## config.mk

```make
export PLATFORM = sky130hd
export DESIGN_NAME = dcoctl_top
export DESIGN_NICKNAME = d
export VERILOG_FILES = /design/src/inc/dcoctl_pkg.sv /design/src/core/dcoctl_top.sv /design/src/core/dcoctl_fbacc.sv /design/src/core/dcoctl_ramp.sv
export SDC_FILE = /design/constraint.sdc
export NUM_CORES = 2
export LEC_CHECK = 0
export BUFFER_PORTS_ARGS = -buffer_cell sky130_fd_sc_hd__buf_4
export CAP_MARGIN = 20
export CORE_UTILIZATION = 55
export CTS_CLUSTER_DIAMETER = 200
export DETAILED_ROUTE_END_ITERATION = 10
export PLACE_DENSITY = 0.73
export SYNTH_ARGS = -nofsm -noshare
export SYNTH_HDL_FRONTEND = slang
export SYNTH_SLANG_ARGS = --single-unit
```

## constraint.sdc

```tcl
create_clock -name CLK_SYS_I -period 12.27 [get_ports CLK_SYS_I]
set_input_delay 0 -clock CLK_SYS_I [delete_from_list [all_inputs] [get_ports CLK_SYS_I]]
set_output_delay 0 -clock CLK_SYS_I [all_outputs]
set_load 0.01 [all_outputs]
```

## src/inc/dcoctl_pkg.sv

```systemverilog
/*
 * shared constants of the dco numerator control block: register map,
 * field positions, widths, reset values and the feed state encoding.
 * assumes a 32-bit plain register port on the block's single clock.
 */
package dcoctl_pkg;

	// ****************************************
	// widths
	// ****************************************
	localparam int DATA_W = 32;
	localparam int ADDR_W = 8;
	localparam int DEV_W = 38;   // dco deviation word, unsigned
	localparam int NUM_W = 40;   // numerators, offset word, denominators
	localparam int STEP_W = 40;  // feed step size
	localparam int PER_W = 24;   // feed step period, in clock cycles
	localparam int CTRL_W = 5;

	// ****************************************
	// register offsets (byte addresses)
	// ****************************************
	localparam logic [ADDR_W-1:0] A_CTRL = 8'h00;
	localparam logic [ADDR_W-1:0] A_STEP = 8'h04;
	localparam logic [ADDR_W-1:0] A_DEV_LO = 8'h08;
	localparam logic [ADDR_W-1:0] A_DEV_HI = 8'h0C;
	localparam logic [ADDR_W-1:0] A_FBN_LO = 8'h10;
	localparam logic [ADDR_W-1:0] A_FBN_HI = 8'h14;
	localparam logic [ADDR_W-1:0] A_FBE_LO = 8'h18;
	localparam logic [ADDR_W-1:0] A_FBE_HI = 8'h1C;
	localparam logic [ADDR_W-1:0] A_DEN_LO = 8'h20;
	localparam logic [ADDR_W-1:0] A_DEN_HI = 8'h24;
	localparam logic [ADDR_W-1:0] A_BASE_LO = 8'h28;
	localparam logic [ADDR_W-1:0] A_BASE_HI = 8'h2C;
	localparam logic [ADDR_W-1:0] A_OFS_LO = 8'h30;
	localparam logic [ADDR_W-1:0] A_OFS_HI = 8'h34;
	localparam logic [ADDR_W-1:0] A_SSIZE = 8'h38;
	localparam logic [ADDR_W-1:0] A_SPER = 8'h3C;
	localparam logic [ADDR_W-1:0] A_STAT_LO = 8'h40;
	localparam logic [ADDR_W-1:0] A_STAT_HI = 8'h44;
	localparam logic [ADDR_W-1:0] A_FLAGS = 8'h48;
	localparam logic [ADDR_W-1:0] A_DENE_HI = 8'h4C;

	// ****************************************
	// field positions
	// ****************************************
	localparam int B_DCO_EN = 0;     // dco_mode_enable
	localparam int B_HISTORY = 1;    // history_enable
	localparam int B_LOOP = 2;       // loop_path_enable
	localparam int B_FRAC = 3;       // fraction_mode
	localparam int B_DIG = 4;        // digital_loop_enable
	localparam int B_DIR = 0;        // dco_step_update direction
	localparam int B_DONE = 0;       // feed complete flag
	localparam int B_BUSY = 1;       // feed in progress

	// ****************************************
	// reset values
	// ****************************************
	localparam logic [CTRL_W-1:0] CTRL_RST = 5'h00;
	localparam logic [STEP_W-1:0] SSIZE_RST = 40'h00_0000_0001;
	localparam logic [PER_W-1:0] SPER_RST = 24'h00_0001;
	localparam logic [PER_W-1:0] PER_ONE = 24'h00_0001;

	// feed state, one-hot
	typedef enum logic [1:0] {
		RMP_IDLE = 2'b01,
		RMP_FEED = 2'b10
	} dcoctl_ramp_e;

endpackage

```

## src/core/dcoctl_top.sv

```systemverilog
/*
 * dco numerator control: register port, dpll deviation stepping and the
 * apll offset feed. assumes a single 25 MHz clock and a master that keeps
 * read and write strobes one cycle long and never both at once.
 */
`timescale 1ns/100ps

// What this block does
// - deviation word is an unsigned 38-bit value
// - denominator value zero stands for two to the fortieth
// - holdover offset word is signed 40-bit two's complement
// - apll denominator is fixed at two to the fortieth
// - apll steering works only with the loop path and fraction set
// - history off: effective numerator equals base plus full offset at once
// - effective apll numerator is readable at any time
// - history on: offset fed gradually by step size and step period
// - a new offset write drops remaining steps and feeds the new value
// - history on: completion flag sets once the offset is fully fed
// - deviation word is added to or subtracted from feedback numerator
// - step write of 0 raises frequency, 1 lowers it
// - dco mode off clears offset and restores the numerator
module dcoctl_top
	import dcoctl_pkg::*;
(
	input wire logic CLK_SYS_I,                       // 25 MHz clock
	input wire logic RESET_I,                         // sync reset, high
	input wire logic [ADDR_W-1:0] ADDR_I,             // register byte address
	input wire logic [DATA_W-1:0] WR_DATA_I,          // write data
	input wire logic WR_I,                            // write strobe
	input wire logic RD_I,                            // read strobe
	output logic [DATA_W-1:0] RD_DATA_O,              // read data, next cycle
	output logic [NUM_W-1:0] DPLL_FB_NUMERATOR_O,     // effective dpll numerator
	output logic [NUM_W-1:0] APLL_EFF_NUMERATOR_O,    // effective apll numerator
	output logic FEED_DONE_O                          // sticky feed complete flag
);

	// ****************************************
	// register state
	// ****************************************
	logic [CTRL_W-1:0] ctrl_q;
	logic [DEV_W-1:0] dev_q;
	logic [NUM_W-1:0] fbn_q;
	logic [NUM_W-1:0] den_q;
	logic [NUM_W-1:0] base_q;
	logic [NUM_W-1:0] ofs_q;
	logic [DATA_W-1:0] ofs_lo_q;
	logic [STEP_W-1:0] ssize_q;
	logic [PER_W-1:0] sper_q;
	logic load_q;
	logic step_q;
	logic dir_q;
	logic done_q;
	logic [DATA_W-1:0] rd_d;
	logic [DATA_W-1:0] rd_q;
	logic steer_en;
	logic feed_done;
	logic feed_busy;
	logic [NUM_W-1:0] fb_num;
	logic [NUM_W-1:0] apll_num;
	logic [NUM_W:0] den_eff;

	// address match for a write
	function automatic logic wr_hit(input logic [ADDR_W-1:0] a);
		return WR_I && (ADDR_I == a);
	endfunction

	// low word of a 40-bit value
	function automatic logic [DATA_W-1:0] lo_w(input logic [NUM_W-1:0] v);
		return v[DATA_W-1:0];
	endfunction

	// high bits of a 40-bit value, zero extended
	function automatic logic [DATA_W-1:0] hi_w(input logic [NUM_W-1:0] v);
		return DATA_W'(v[NUM_W-1:DATA_W]);
	endfunction

	// ****************************************
	// writable registers
	// ****************************************

	// control bits
	always_ff @(posedge CLK_SYS_I) begin
		if (RESET_I) begin
			ctrl_q <= CTRL_RST;
		end else if (wr_hit(A_CTRL)) begin
			ctrl_q <= WR_DATA_I[CTRL_W-1:0];
		end
	end

	a_ctrl_write: assert property (@(posedge CLK_SYS_I) disable iff (RESET_I)
		(WR_I && ADDR_I == A_CTRL) |=> (ctrl_q == $past(WR_DATA_I[CTRL_W-1:0])))
		else $error("control write lost");

	// dpll deviation word, 38 bits unsigned
	always_ff @(posedge CLK_SYS_I) begin
		if (RESET_I) begin
			dev_q <= '0;
		end else if (wr_hit(A_DEV_LO)) begin
			dev_q[DATA_W-1:0] <= WR_DATA_I;
		end else if (wr_hit(A_DEV_HI)) begin
			dev_q[DEV_W-1:DATA_W] <= WR_DATA_I[DEV_W-DATA_W-1:0];
		end
	end

	a_dev_high: assert property (@(posedge CLK_SYS_I) disable iff (RESET_I)
		(WR_I && ADDR_I == A_DEV_HI) |=> (dev_q[DEV_W-1:DATA_W] == $past(WR_DATA_I[DEV_W-DATA_W-1:0])))
		else $error("deviation high bits lost");

	// dpll feedback numerator and denominator
	always_ff @(posedge CLK_SYS_I) begin
		if (RESET_I) begin
			fbn_q <= '0;
			den_q <= '0;
		end else begin
			if (wr_hit(A_FBN_LO)) begin
				fbn_q[DATA_W-1:0] <= WR_DATA_I;
			end
			if (wr_hit(A_FBN_HI)) begin
				fbn_q[NUM_W-1:DATA_W] <= WR_DATA_I[NUM_W-DATA_W-1:0];
			end
			if (wr_hit(A_DEN_LO)) begin
				den_q[DATA_W-1:0] <= WR_DATA_I;
			end
			if (wr_hit(A_DEN_HI)) begin
				den_q[NUM_W-1:DATA_W] <= WR_DATA_I[NUM_W-DATA_W-1:0];
			end
		end
	end

	a_fbn_high: assert property (@(posedge CLK_SYS_I) disable iff (RESET_I)
		(WR_I && ADDR_I == A_FBN_HI) |=> (fbn_q[NUM_W-1:DATA_W] == $past(WR_DATA_I[NUM_W-DATA_W-1:0])))
		else $error("feedback numerator high bits lost");
	a_den_zero: assert property (@(posedge CLK_SYS_I) disable iff (RESET_I)
		(!RESET_I && den_q == '0) |=> den_eff[NUM_W])
		else $error("zero denominator not widened");

	// apll base numerator
	always_ff @(posedge CLK_SYS_I) begin
		if (RESET_I) begin
			base_q <= '0;
		end else if (wr_hit(A_BASE_LO)) begin
			base_q[DATA_W-1:0] <= WR_DATA_I;
		end else if (wr_hit(A_BASE_HI)) begin
			base_q[NUM_W-1:DATA_W] <= WR_DATA_I[NUM_W-DATA_W-1:0];
		end
	end

	a_base_high: assert property (@(posedge CLK_SYS_I) disable iff (RESET_I)
		(WR_I && ADDR_I == A_BASE_HI) |=> (base_q[NUM_W-1:DATA_W] == $past(WR_DATA_I[NUM_W-DATA_W-1:0])))
		else $error("base numerator high bits lost");

	// offset word: low half is staged, the high half write commits both
	// so the feed never sees a half-updated signed value
	always_ff @(posedge CLK_SYS_I) begin
		if (RESET_I) begin
			ofs_lo_q <= '0;
			ofs_q <= '0;
			load_q <= 1'b0;
		end else begin
			load_q <= wr_hit(A_OFS_HI);
			if (wr_hit(A_OFS_LO)) begin
				ofs_lo_q <= WR_DATA_I;
			end
			if (wr_hit(A_OFS_HI)) begin
				ofs_q <= {WR_DATA_I[NUM_W-DATA_W-1:0], ofs_lo_q};
			end
		end
	end

	a_ofs_stage: assert property (@(posedge CLK_SYS_I) disable iff (RESET_I)
		(WR_I && ADDR_I == A_OFS_LO) |=> (!load_q && ofs_q == $past(ofs_q)))
		else $error("low offset half leaked early");
	a_ofs_high: assert property (@(posedge CLK_SYS_I) disable iff (RESET_I)
		(WR_I && ADDR_I == A_OFS_HI) |=> (ofs_q[NUM_W-1:DATA_W] == $past(WR_DATA_I[NUM_W-DATA_W-1:0])))
		else $error("offset sign bits lost");

	// feed step size and period
	always_ff @(posedge CLK_SYS_I) begin
		if (RESET_I) begin
			ssize_q <= SSIZE_RST;
			sper_q <= SPER_RST;
		end else begin
			if (wr_hit(A_SSIZE)) begin
				ssize_q <= STEP_W'(WR_DATA_I);
			end
			if (wr_hit(A_SPER)) begin
				sper_q <= WR_DATA_I[PER_W-1:0];
			end
		end
	end

	a_period_write: assert property (@(posedge CLK_SYS_I) disable iff (RESET_I)
		(WR_I && ADDR_I == A_SPER) |=> (sper_q == $past(WR_DATA_I[PER_W-1:0])))
		else $error("step period write lost");
	a_size_write: assert property (@(posedge CLK_SYS_I) disable iff (RESET_I)
		(WR_I && ADDR_I == A_SSIZE) |=> (ssize_q == STEP_W'($past(WR_DATA_I))))
		else $error("step size write lost");

	// dco step request, direction taken from the written bit
	always_ff @(posedge CLK_SYS_I) begin
		if (RESET_I) begin
			step_q <= 1'b0;
			dir_q <= 1'b0;
		end else begin
			step_q <= wr_hit(A_STEP) && ctrl_q[B_DCO_EN];
			if (wr_hit(A_STEP)) begin
				dir_q <= WR_DATA_I[B_DIR];
			end
		end
	end

	a_step_gated: assert property (@(posedge CLK_SYS_I) disable iff (RESET_I)
		(WR_I && ADDR_I == A_STEP && !ctrl_q[B_DCO_EN]) |=> !step_q)
		else $error("step taken while dco mode off");
	a_step_dir: assert property (@(posedge CLK_SYS_I) disable iff (RESET_I)
		(WR_I && ADDR_I == A_STEP) |=> (dir_q == $past(WR_DATA_I[B_DIR])))
		else $error("step direction lost");

	// completion flag: set wins over a same-cycle write-one clear
	always_ff @(posedge CLK_SYS_I) begin
		if (RESET_I) begin
			done_q <= 1'b0;
		end else if (feed_done) begin
			done_q <= 1'b1;
		end else if (wr_hit(A_FLAGS) && WR_DATA_I[B_DONE]) begin
			done_q <= 1'b0;
		end
	end

	a_flag_clear: assert property (@(posedge CLK_SYS_I) disable iff (RESET_I)
		(WR_I && ADDR_I == A_FLAGS && WR_DATA_I[B_DONE] && !feed_done) |=> !done_q)
		else $error("completion flag not cleared");

	// ****************************************
	// steering paths
	// ****************************************

	// apll steering needs the loop path and the 40-bit fraction mode
	assign steer_en = ctrl_q[B_LOOP] && ctrl_q[B_FRAC];

	// dpll deviation accumulator
	dcoctl_fbacc u_fbacc (
		.clk_i(CLK_SYS_I),
		.reset_i(RESET_I),
		.en_i(ctrl_q[B_DCO_EN]),
		.step_i(step_q),
		.dir_i(dir_q),
		.dev_i(dev_q),
		.base_i(fbn_q),
		.den_i(den_q),
		.num_o(fb_num),
		.den_o(den_eff)
	);

	// apll offset feed
	dcoctl_ramp u_ramp (
		.clk_i(CLK_SYS_I),
		.reset_i(RESET_I),
		.en_i(steer_en),
		.history_i(ctrl_q[B_HISTORY]),
		.load_i(load_q),
		.offset_i(ofs_q),
		.base_i(base_q),
		.step_i(ssize_q),
		.period_i(sper_q),
		.eff_o(apll_num),
		.done_o(feed_done),
		.busy_o(feed_busy)
	);

	// ****************************************
	// read side
	// ****************************************

	// read mux; unmapped addresses read zero
	always_comb begin
		rd_d = '0;
		unique case (ADDR_I)
			A_CTRL: rd_d = DATA_W'(ctrl_q);
			A_DEV_LO: rd_d = dev_q[DATA_W-1:0];
			A_DEV_HI: rd_d = DATA_W'(dev_q[DEV_W-1:DATA_W]);
			A_FBN_LO: rd_d = lo_w(fbn_q);
			A_FBN_HI: rd_d = hi_w(fbn_q);
			A_FBE_LO: rd_d = lo_w(fb_num);
			A_FBE_HI: rd_d = hi_w(fb_num);
			A_DEN_LO: rd_d = lo_w(den_q);
			A_DEN_HI: rd_d = hi_w(den_q);
			A_BASE_LO: rd_d = lo_w(base_q);
			A_BASE_HI: rd_d = hi_w(base_q);
			A_OFS_LO: rd_d = lo_w(ofs_q);
			A_OFS_HI: rd_d = hi_w(ofs_q);
			A_SSIZE: rd_d = ssize_q[DATA_W-1:0];
			A_SPER: rd_d = DATA_W'(sper_q);
			A_STAT_LO: rd_d = lo_w(apll_num);
			A_STAT_HI: rd_d = hi_w(apll_num);
			A_FLAGS: rd_d = DATA_W'({feed_busy, done_q});
			A_DENE_HI: rd_d = DATA_W'(den_eff[NUM_W:DATA_W]);
			default: rd_d = '0;
		endcase
	end

	// read data register, valid only in the cycle after the strobe
	always_ff @(posedge CLK_SYS_I) begin
		if (RESET_I) begin
			rd_q <= '0;
		end else begin
			rd_q <= RD_I ? rd_d : '0;
		end
	end

	a_read_idle: assert property (@(posedge CLK_SYS_I) disable iff (RESET_I)
		!RD_I |=> (RD_DATA_O == '0))
		else $error("read data outside its cycle");

	// outputs straight from flip-flops
	assign RD_DATA_O = rd_q;
	assign DPLL_FB_NUMERATOR_O = fb_num;
	assign APLL_EFF_NUMERATOR_O = apll_num;
	assign FEED_DONE_O = done_q;

	// ****************************************
	// checks
	// ****************************************

	a_flag_set_wins: assert property (@(posedge CLK_SYS_I) disable iff (RESET_I)
		feed_done |=> done_q)
		else $error("completion flag lost");
	a_status_read: assert property (@(posedge CLK_SYS_I) disable iff (RESET_I)
		(RD_I && ADDR_I == A_STAT_LO) |=> (RD_DATA_O == $past(apll_num[DATA_W-1:0])))
		else $error("status read mismatch");
	a_steer_gate: assert property (@(posedge CLK_SYS_I) disable iff (RESET_I)
		(!steer_en ##1 !steer_en) |=> (APLL_EFF_NUMERATOR_O == $past(base_q)))
		else $error("apll steered while gated");
	a_commit_load: assert property (@(posedge CLK_SYS_I) disable iff (RESET_I)
		(WR_I && ADDR_I == A_OFS_HI) |=> (load_q && ofs_q[DATA_W-1:0] == $past(ofs_lo_q)))
		else $error("offset commit missing");
endmodule

```

## src/core/dcoctl_fbacc.sv

```systemverilog
/*
 * dpll dco accumulator: steps a deviation word onto the feedback numerator.
 * assumes step pulses from the register port on the same clock.
 */
`timescale 1ns/100ps
module dcoctl_fbacc
	import dcoctl_pkg::*;
(
	input wire logic clk_i,                 // system clock
	input wire logic reset_i,               // sync reset, high
	input wire logic en_i,                  // dco mode enable
	input wire logic step_i,                // one-cycle step request
	input wire logic dir_i,                 // 0 up, 1 down
	input wire logic [DEV_W-1:0] dev_i,     // deviation word
	input wire logic [NUM_W-1:0] base_i,    // programmed numerator
	input wire logic [NUM_W-1:0] den_i,     // programmed denominator
	output logic [NUM_W-1:0] num_o,         // effective numerator
	output logic [NUM_W:0] den_o            // effective denominator
);
	logic [NUM_W-1:0] acc_q;

	// accumulated offset, cleared when dco mode drops
	always_ff @(posedge clk_i) begin
		if (reset_i || !en_i) begin
			acc_q <= '0;
		end else if (step_i) begin
			if (dir_i) begin
				acc_q <= acc_q - NUM_W'(dev_i);
			end else begin
				acc_q <= acc_q + NUM_W'(dev_i);
			end
		end
	end

	// effective numerator and denominator
	always_ff @(posedge clk_i) begin
		if (reset_i) begin
			num_o <= '0;
			den_o <= '0;
		end else begin
			num_o <= base_i + acc_q;
			den_o <= (den_i == '0) ? {1'b1, {NUM_W{1'b0}}} : {1'b0, den_i};
		end
	end

	a_step_up: assert property (@(posedge clk_i) disable iff (reset_i)
		(en_i && step_i && !dir_i) |=> (acc_q == $past(acc_q) + NUM_W'($past(dev_i))))
		else $error("up step not applied");
	a_off_clear: assert property (@(posedge clk_i) disable iff (reset_i)
		(!en_i ##1 !en_i) |=> (num_o == $past(base_i)))
		else $error("numerator not restored");
endmodule

```

## src/core/dcoctl_ramp.sv

```systemverilog
/*
 * apll offset feed: applies the signed offset at once or in timed steps.
 * assumes load pulses and settings from the register port, same clock.
 */
`timescale 1ns/100ps
module dcoctl_ramp
	import dcoctl_pkg::*;
(
	input wire logic clk_i,                 // system clock
	input wire logic reset_i,               // sync reset, high
	input wire logic en_i,                  // steering allowed
	input wire logic history_i,             // 1 stepped feed, 0 absolute
	input wire logic load_i,                // new offset written
	input wire logic [NUM_W-1:0] offset_i,  // signed offset word
	input wire logic [NUM_W-1:0] base_i,    // base numerator
	input wire logic [STEP_W-1:0] step_i,   // step size
	input wire logic [PER_W-1:0] period_i,  // step period in cycles
	output logic [NUM_W-1:0] eff_o,         // effective numerator
	output logic done_o,                    // one-cycle completion
	output logic busy_o                     // feed running
);
	dcoctl_ramp_e state_q;
	logic [NUM_W-1:0] fed_q;
	logic [PER_W-1:0] cnt_q;
	logic signed [NUM_W:0] rem;
	logic [NUM_W:0] mag;
	logic tick, last;

	// remaining distance and whether one step covers it
	always_comb begin
		rem = $signed({offset_i[NUM_W-1], offset_i}) - $signed({fed_q[NUM_W-1], fed_q});
		mag = rem[NUM_W] ? (NUM_W+1)'(-rem) : (NUM_W+1)'(rem);
		last = (mag <= {1'b0, step_i});
		tick = (cnt_q == '0);
	end

	// feed state
	always_ff @(posedge clk_i) begin
		if (reset_i || !en_i) begin
			state_q <= RMP_IDLE;
		end else begin
			unique case (state_q)
				RMP_IDLE: begin
					if (load_i && history_i) begin
						state_q <= RMP_FEED;
					end
				end
				RMP_FEED: begin
					if (load_i && history_i) begin
						state_q <= RMP_FEED;
					end else if (!history_i || (tick && last)) begin
						state_q <= RMP_IDLE;
					end
				end
			endcase
		end
	end

	// step period counter, restarted on each load
	always_ff @(posedge clk_i) begin
		if (reset_i || load_i || state_q != RMP_FEED || tick) begin
			cnt_q <= (period_i == '0) ? '0 : period_i - PER_ONE;
		end else begin
			cnt_q <= cnt_q - PER_ONE;
		end
	end

	// amount of the offset fed so far
	always_ff @(posedge clk_i) begin
		if (reset_i || !en_i) begin
			fed_q <= '0;
		end else if (!history_i) begin
			fed_q <= offset_i;
		end else if (state_q == RMP_FEED && tick && !load_i) begin
			if (last) begin
				fed_q <= offset_i;
			end else if (rem[NUM_W]) begin
				fed_q <= fed_q - NUM_W'(step_i);
			end else begin
				fed_q <= fed_q + NUM_W'(step_i);
			end
		end
	end

	// outputs; sum wraps modulo the fixed power-of-two denominator
	always_ff @(posedge clk_i) begin
		if (reset_i) begin
			eff_o <= '0;
			done_o <= 1'b0;
			busy_o <= 1'b0;
		end else begin
			eff_o <= base_i + fed_q;
			done_o <= en_i && history_i && state_q == RMP_FEED && tick && last && !load_i;
			busy_o <= state_q == RMP_FEED;
		end
	end

	a_abs_apply: assert property (@(posedge clk_i) disable iff (reset_i)
		(en_i && !history_i) |=> (fed_q == $past(offset_i)))
		else $error("absolute offset not applied");
	a_feed_land: assert property (@(posedge clk_i) disable iff (reset_i)
		done_o |-> (fed_q == $past(offset_i)))
		else $error("feed did not land on offset");
	a_reload_feed: assert property (@(posedge clk_i) disable iff (reset_i)
		(en_i && history_i && load_i) |=> (state_q == RMP_FEED && fed_q == $past(fed_q)))
		else $error("reload did not restart feed");
	a_period_hold: assert property (@(posedge clk_i) disable iff (reset_i)
		(en_i && history_i && !load_i && state_q == RMP_FEED && !tick) |=> (fed_q == $past(fed_q)))
		else $error("fed moved between ticks");
endmodule

```

## Word-level counts from Yosys, hierarchy flattened

Index checks and enable logic that the tools add are counted.

| storage, ports and cells | value |
|---|---|
| flip-flop bits (word level) | 556 |
| input port bits | 44 |
| output and inout port bits | 113 |

| cells by class | value |
|---|---|
| reduce and logical (&&, ||, !) cells | 47 |
| muxes and demuxes | 16 |
| equality and inequality tests | 25 |
| bitwise operators | 3 |
| $lt $le $gt $ge | 1 |
| $add $sub $neg | 10 |

Operator list:

| kind | number |
|---|---|
| case mux 32 bit (19 select lines) | 1 |
| 2-to-1 mux 40 bit | 5 |
| 2-to-1 mux 41 bit | 2 |
| adder 40 bit | 2 |
| equality test 8 x 6 -> 1 bit, second input constant | 8 |
| zero test 24 bit | 2 |
| 2-to-1 mux 24 bit | 2 |
| subtractor 24 x 1 -> 24 bit, second input constant | 2 |
| less-or-equal comparator 41 x 32 -> 1 bit | 1 |
| negation 41 bit | 1 |
| subtractor 40 x 40 -> 41 bit | 1 |
| adder 40 x 32 -> 40 bit | 1 |
| adder 40 x 38 -> 40 bit | 1 |
| zero test 40 bit | 1 |
| subtractor 40 x 32 -> 40 bit | 1 |
| subtractor 40 x 38 -> 40 bit | 1 |
| equality test 8 x 5 -> 1 bit, second input constant | 4 |
| equality test 8 x 7 -> 1 bit, second input constant | 4 |
| logical AND 1 bit | 27 |
| equality test 8 x 4 -> 1 bit, second input constant | 2 |
| equality test 8 x 3 -> 1 bit, second input constant | 1 |
| zero test 8 bit | 1 |
| logical OR 1 bit | 6 |
| 2-to-1 mux 2 bit | 3 |
| 12 further kinds | 22 |

## Depth between registers and ports, before layout

| depth | value |
|---|---|
| depth after elaboration | 9 |
| gate-level depth with buffers | 31 |
| gate-level depth less buffers | 27 |

## Modules after synthesis

A second synthesis with hierarchy kept.

| second synthesis, totals | value |
|---|---|
| cell total of the unflattened synthesis | 4566 |
| area, all modules | 36000.8 sq um |

By module, submodules not included:

| module | sequential area each (sq um) | cells an instance | area each (sq um) | instances |
|---|---|---|---|---|
| dcoctl_top | 6546.3 | 1690 | 13804.5 | 1 |
| dcoctl_ramp | 2162.1 | 1827 | 13673.1 | 1 |
| dcoctl_fbacc | 2422.3 | 1049 | 8523.2 | 1 |

## Worst setup path before layout

No wires, ideal clock.

| path | value |
|---|---|
| kind | register to register |
| start | register u_ramp.fed_q[7] |
| end | register u_ramp.fed_q[39] |
| period minus slack after synthesis | 6577 ps |
| data arrival time | 6502 ps |
| required time | 12196 ps |
| buffers on the path | 3 |
| cell stages (with the launch flop) | 30 |
| path slack | 5693 ps |
| cells stage by stage | dfxtp_1 > inv_1 > ha_1 > buf_2 > a21oi_1 > nor3_1 > a21o_1 > o31a_1 > o211a_1 > o31a_1 > o41ai_1 > clkbuf_1 > clkbuf_1 > nor2_1 > xnor2_1 > ha_1 > o21a_1 > o31a_1 > o31a_1 > a41oi_1 > o211ai_1 > a31o_2 > a41o_1 > a211oi_1 > o31ai_1 > a221o_1 > a21oi_1 > xnor2_1 > or3_1 > a31oi_1 |

| between the ends | value |
|---|---|
| cells in the longest elaborated chain, start to end | 7 |
| elaborated cells between the ends (all ways) | 10 |

Ends and longest elaborated chain:

| element | line | RTL |
|---|---|---|
| start: declaration | dcoctl_ramp.sv:23 | `logic [NUM_W-1:0] fed_q;` |
| start signal: assignment | dcoctl_ramp.sv:73 | `fed_q <= offset_i;` |
| start signal: assignment | dcoctl_ramp.sv:76 | `fed_q <= offset_i;` |
| start signal: assignment | dcoctl_ramp.sv:78 | `fed_q <= fed_q - NUM_W'(step_i);` |
| subtractor 40 x 40 -> 41 bit | dcoctl_ramp.sv:31 | `rem = $signed({offset_i[NUM_W-1], offset_i}) - $signed({fed_q[NUM_W-1], fed_q});` |
| negation 41 bit | dcoctl_ramp.sv:32 | `mag = rem[NUM_W] ? (NUM_W+1)'(-rem) : (NUM_W+1)'(rem);` |
| 2-to-1 mux 41 bit | dcoctl_ramp.sv:32 |  |
| less-or-equal comparator 41 x 32 -> 1 bit | dcoctl_ramp.sv:33 | `last = (mag <= {1'b0, step_i});` |
| 2-to-1 mux 40 bit * | dcoctl_ramp.sv:75 | `if (last) begin` |
| 2-to-1 mux 40 bit * | dcoctl_ramp.sv:74 | `end else if (state_q == RMP_FEED && tick && !load_i) begin` |
| 2-to-1 mux 40 bit * | dcoctl_ramp.sv:72 | `end else if (!history_i) begin` |

Mark *: on every way between the ends. The rest lies on a longest branch, timed or not. The select of a mux whose other input is x is not followed.
A chain may end at the register's enable or synchronous reset.

## Final worst setup path

| path | value |
|---|---|
| start | register u_ramp.fed_q[4] |
| end | register u_ramp.fed_q[38] |

Same word-level chain as after synthesis.

==> metrics.md <==
| Metric | Value |
|---|---|
| Fin cells | `5,187` |
| Worst vdd ir | `0.000113 V` |
| Core Area | `0.0594 mm^2` |
| Via density | `6.60` |
| Buffers on Ports | `156` |
| Buffers & Inverters on Critical Path | `2` |
| Synth async-reset ratio | `0%` |
| Routed len/inst | `25.2 um` |
| FP Rows | `89` |
| Placed cell count | `5,042` |
| Synth-to-layout area growth | `12.4%` |
| Sequential Power Share | `45.3%` |
| Clock share of power | `49.3%` |
| Leakage | `15.0 nW` |
| Register-to-register setup slack | `4.36 ns` |
| Status | `complete, but fails checks` |
| Vias in the first global route | `30,448` |
| Post-detail-place hpwl | `97,100 um` |
| GP Congestion | `1.04` |
| Relative slew slack | `16.7%` |
| Int Pwr | `2.87 mW` |
| Comb power frac | `5.4%` |
| Starting Density | `55.9%` |
| Pwr/cell area | `101 mW/mm^2` |
| CP peak stage delay | `0.53 ns` |
| RSZ-0062 raised after global routing | `no` |
| Switching power | `0.897 mW` |
| Final ANT Viol Nets | `0` |
| Crit. End Element | `flip-flop` |
| H-tree levels | `2` |
| Setup TNS | `0 ns` |
| Synth Cell Area | `0.0332 mm^2` |
| First-pass DRT Iterations | `11` |
| Crit path capture | `u_ramp.fed_q[38]` |
| Fmax | `126 MHz` |
| Ratio of cells with drive above 1 in the final layout | `8.09%` |
| Worst path required time | `12.79 ns` |
| Slew Limit Fails | `0` |
| IO Count | `157` |
| DRC viols | `16` |
| CTS tree | `built` |
| Mapped Cells | `4,284` |
| Initial DRC count | `4,106` |
| Gr usage total | `41.7%` |
| Root Buffer | `clkbuf_16` |
| Worst-Margin Slew | `1.25 ns` |
| Final critical-path required period | `7.91 ns` |
| Flops & latches, synth | `524` |
| Origin of the worst setup path | `u_ramp.fed_q[4]` |
| Critical R2R Capture | `u_ramp.fed_q[38]` |
| Postcts setup bufs | `0` |
| Slowest-stage cell, CP | `o21ai_0` |
| Setup violations, final | `0` |
| Max Cap Viol | `0` |
| Die W | `248 um` |
| Synth cell types | `91` |
| Critical path type | `reg -> reg` |
| CTS Buf Count | `58` |
| HP Class | `in -> reg` |
| Fillers | `5,305` |
| Worst r2r src | `u_ramp.fed_q[4]` |
| Initial antenna violation count | `3` |
| Max Buffers Root-to-Sink | `3` |
| Sequential fraction of the synthesis area | `31.6%` |
| Failing checks | `design-rule violations` |
| Cell family with most CP delay | `compound AO/OA/AOI/OAI gates` |
| Vias post-DR | `34,223` |
| Total Wirelength | `131,000 um` |
| Critical path startpoint category | `flip-flop` |
| Largest net degree at the start of global routing | `95` |
| Worst-skew pair later-pin latency | `0.63 ns` |
| Cell count along the critical path | `27` |
| Clk slew on worst S/H paths | `0.06 ns` |
| GR Overflow Total | `0` |
| Sw Ratio | `23.8%` |
| Die Area | `0.0613 mm^2` |
| First-pass GRT wire length | `193,000 um` |
| Fin nets | `4,648` |
| Clock sinks | `524` |
| Period utilization | `64.5%` |
| Arrival time at the worst endpoint | `8.43 ns` |
| Final hold viol count | `0` |
| Mean area per synthesized cell | `7.74 um^2` |
| Max Fanout on Critical Path | `54` |
| Die Span Y | `248 um` |
| Post-synth EDFFs | `0` |
| Reg2Reg Depth | `27` |
| Synth Warn # | `0` |
| Post-synth top flop | `dfxtp_1` |
| Fin Clk Skew | `0.0250 ns` |
| Syn Nets | `4,566` |
==> logic make-up (layout without fill, tap and decap cells) <==
kind of cell | Yosys count | after routing | synth area share [%]
multiplexers | 69 | 69 | 2.09
AO/OA/AOI/OAI | 1275 | 1275 | 24.6
AND/OR/NAND/NOR | 1531 | 1531 | 20.7
XOR/XNOR | 294 | 294 | 7.76
flip-flops | 524 | 524 | 31.6
adder cells (fa/ha/maj) | 238 | 238 | 9.09
other | 0 | 1 | 0
buffers and inverters | 353 | 482 | 4.11
==> state kept, by name, indices dropped and copies added, names as in the netlist, 38 cells and up <==
register and flops:
dev_q 38, u_ramp.eff_o 40, u_ramp.fed_q 40, ofs_q 40, fbn_q 40, u_fbacc.num_o 40
den_q 40, base_q 40, u_fbacc.acc_q 40
==> final cells by class <==
| class | count | area (um^2) | area share, % |
|---|---|---|---|
| Antenna cell | 1 | 2.50 | 0.00671 |
| Tap cell | 773 | 967 | 2.59 |
| Sequential cell | 524 | 10500 | 28.1 |
| Clock inverter | 25 | 338 | 0.906 |
| Inverter | 136 | 510 | 1.37 |
| Multi-Input combinational cell | 3407 | 21400 | 57.4 |
| Clock buffer | 82 | 1660 | 4.46 |
| Timing Repair Buffer | 239 | 1910 | 5.12 |
==> timing repair <==
action                     CTS  global route
gates resized for setup      0             0
hold endpoints to repair   282             0
hold buffers                36             0
setup endpoints to repair    0             0
==> per-stage QoR <==
stage | worst slack (ns) | utilization, % | hold slack, ns | area, um^2 | power (mW)
floorplan | 5.69 | - | 0.136 | 33200 | 1.86
global placement | 4.77 | 58.8 | 0.292 | 34900 | 1.93
detailed placement | 4.70 | 58.8 | 0.297 | 34900 | 1.93
CTS | 4.65 | 62.8 | 0.0153 | 37300 | 3.75
global route | 3.87 | 62.8 | 0.0820 | 37300 | 3.84
finish | 4.36 | 62.8 | 0.0571 | 37300 | 3.76
==> Yosys cell counts (all sizes together), types with 66 or more instances <==
cell	count	area (um^2)
xnor2	205	1800
dfxtp	524	10500
nor3	84	420
o21ai	167	847
clkbuf	194	728
ha	233	2920
xor2	89	780
mux2i	66	661
a21o	102	766
nand3	86	430
a21oi	505	2540
nand2	735	2760
inv	136	510
nor2	322	1210
==> cells in the final DEF, fill, tap and decap left out, types with 59 or more instances in the layout <==
cell type	count
xnor2_1	205
nand3_1	86
nor3_1	75
mux2i_1	66
ha_1	233
nand2_1	733
o21ai_0	149
a21oi_1	504
nor2_1	311
inv_1	136
clkbuf_16	59
buf_4	200
xor2_1	89
a21o_1	102
a31oi_1	64
dfxtp_1	523
==> worst min-delay path by stage <==
stage                             start           end  slack, ns  depth (start not counted)
final                         ADDR_I[6]   FEED_DONE_O       0.06                          6
after global routing          ADDR_I[4]        step_q       0.08                          5
after CTS                     ADDR_I[6]   FEED_DONE_O       0.02                          6
after detailed placement  WR_DATA_I[28]   ssize_q[28]       0.30                          3
after global placement    WR_DATA_I[28]     dev_q[28]       0.29                          3
after floorplan           WR_DATA_I[10]  ofs_lo_q[10]       0.14                          2
==> per-layer routing <==
metal	track usage (%)	routed length [um]	vias to the layer above
li1	-	-	15521
met4	26.6	9810	2
met1	56.4	52600	16037
met3	8.56	15200	472
met5	0	8	-
met2	60.2	53100	2191
==> tightest hold or removal path, delay by kind of cell <==
kind,cells,cell delay (ns)
and+or+nand+nor,4,0.44
buffers and inverters,1,0.12
AOI/OAI and AO/OA,1,0.06
==> power groups by stage <==
stage,Clock (mW),Combinational (mW),Sequential [mW]
floorplan,0,0.119,1.74
global placement,0,0.183,1.74
detailed placement,0,0.184,1.74
CTS,1.85,0.195,1.71
global route,1.93,0.212,1.70
finish,1.86,0.203,1.70
(Power assumes the default switching activity.)
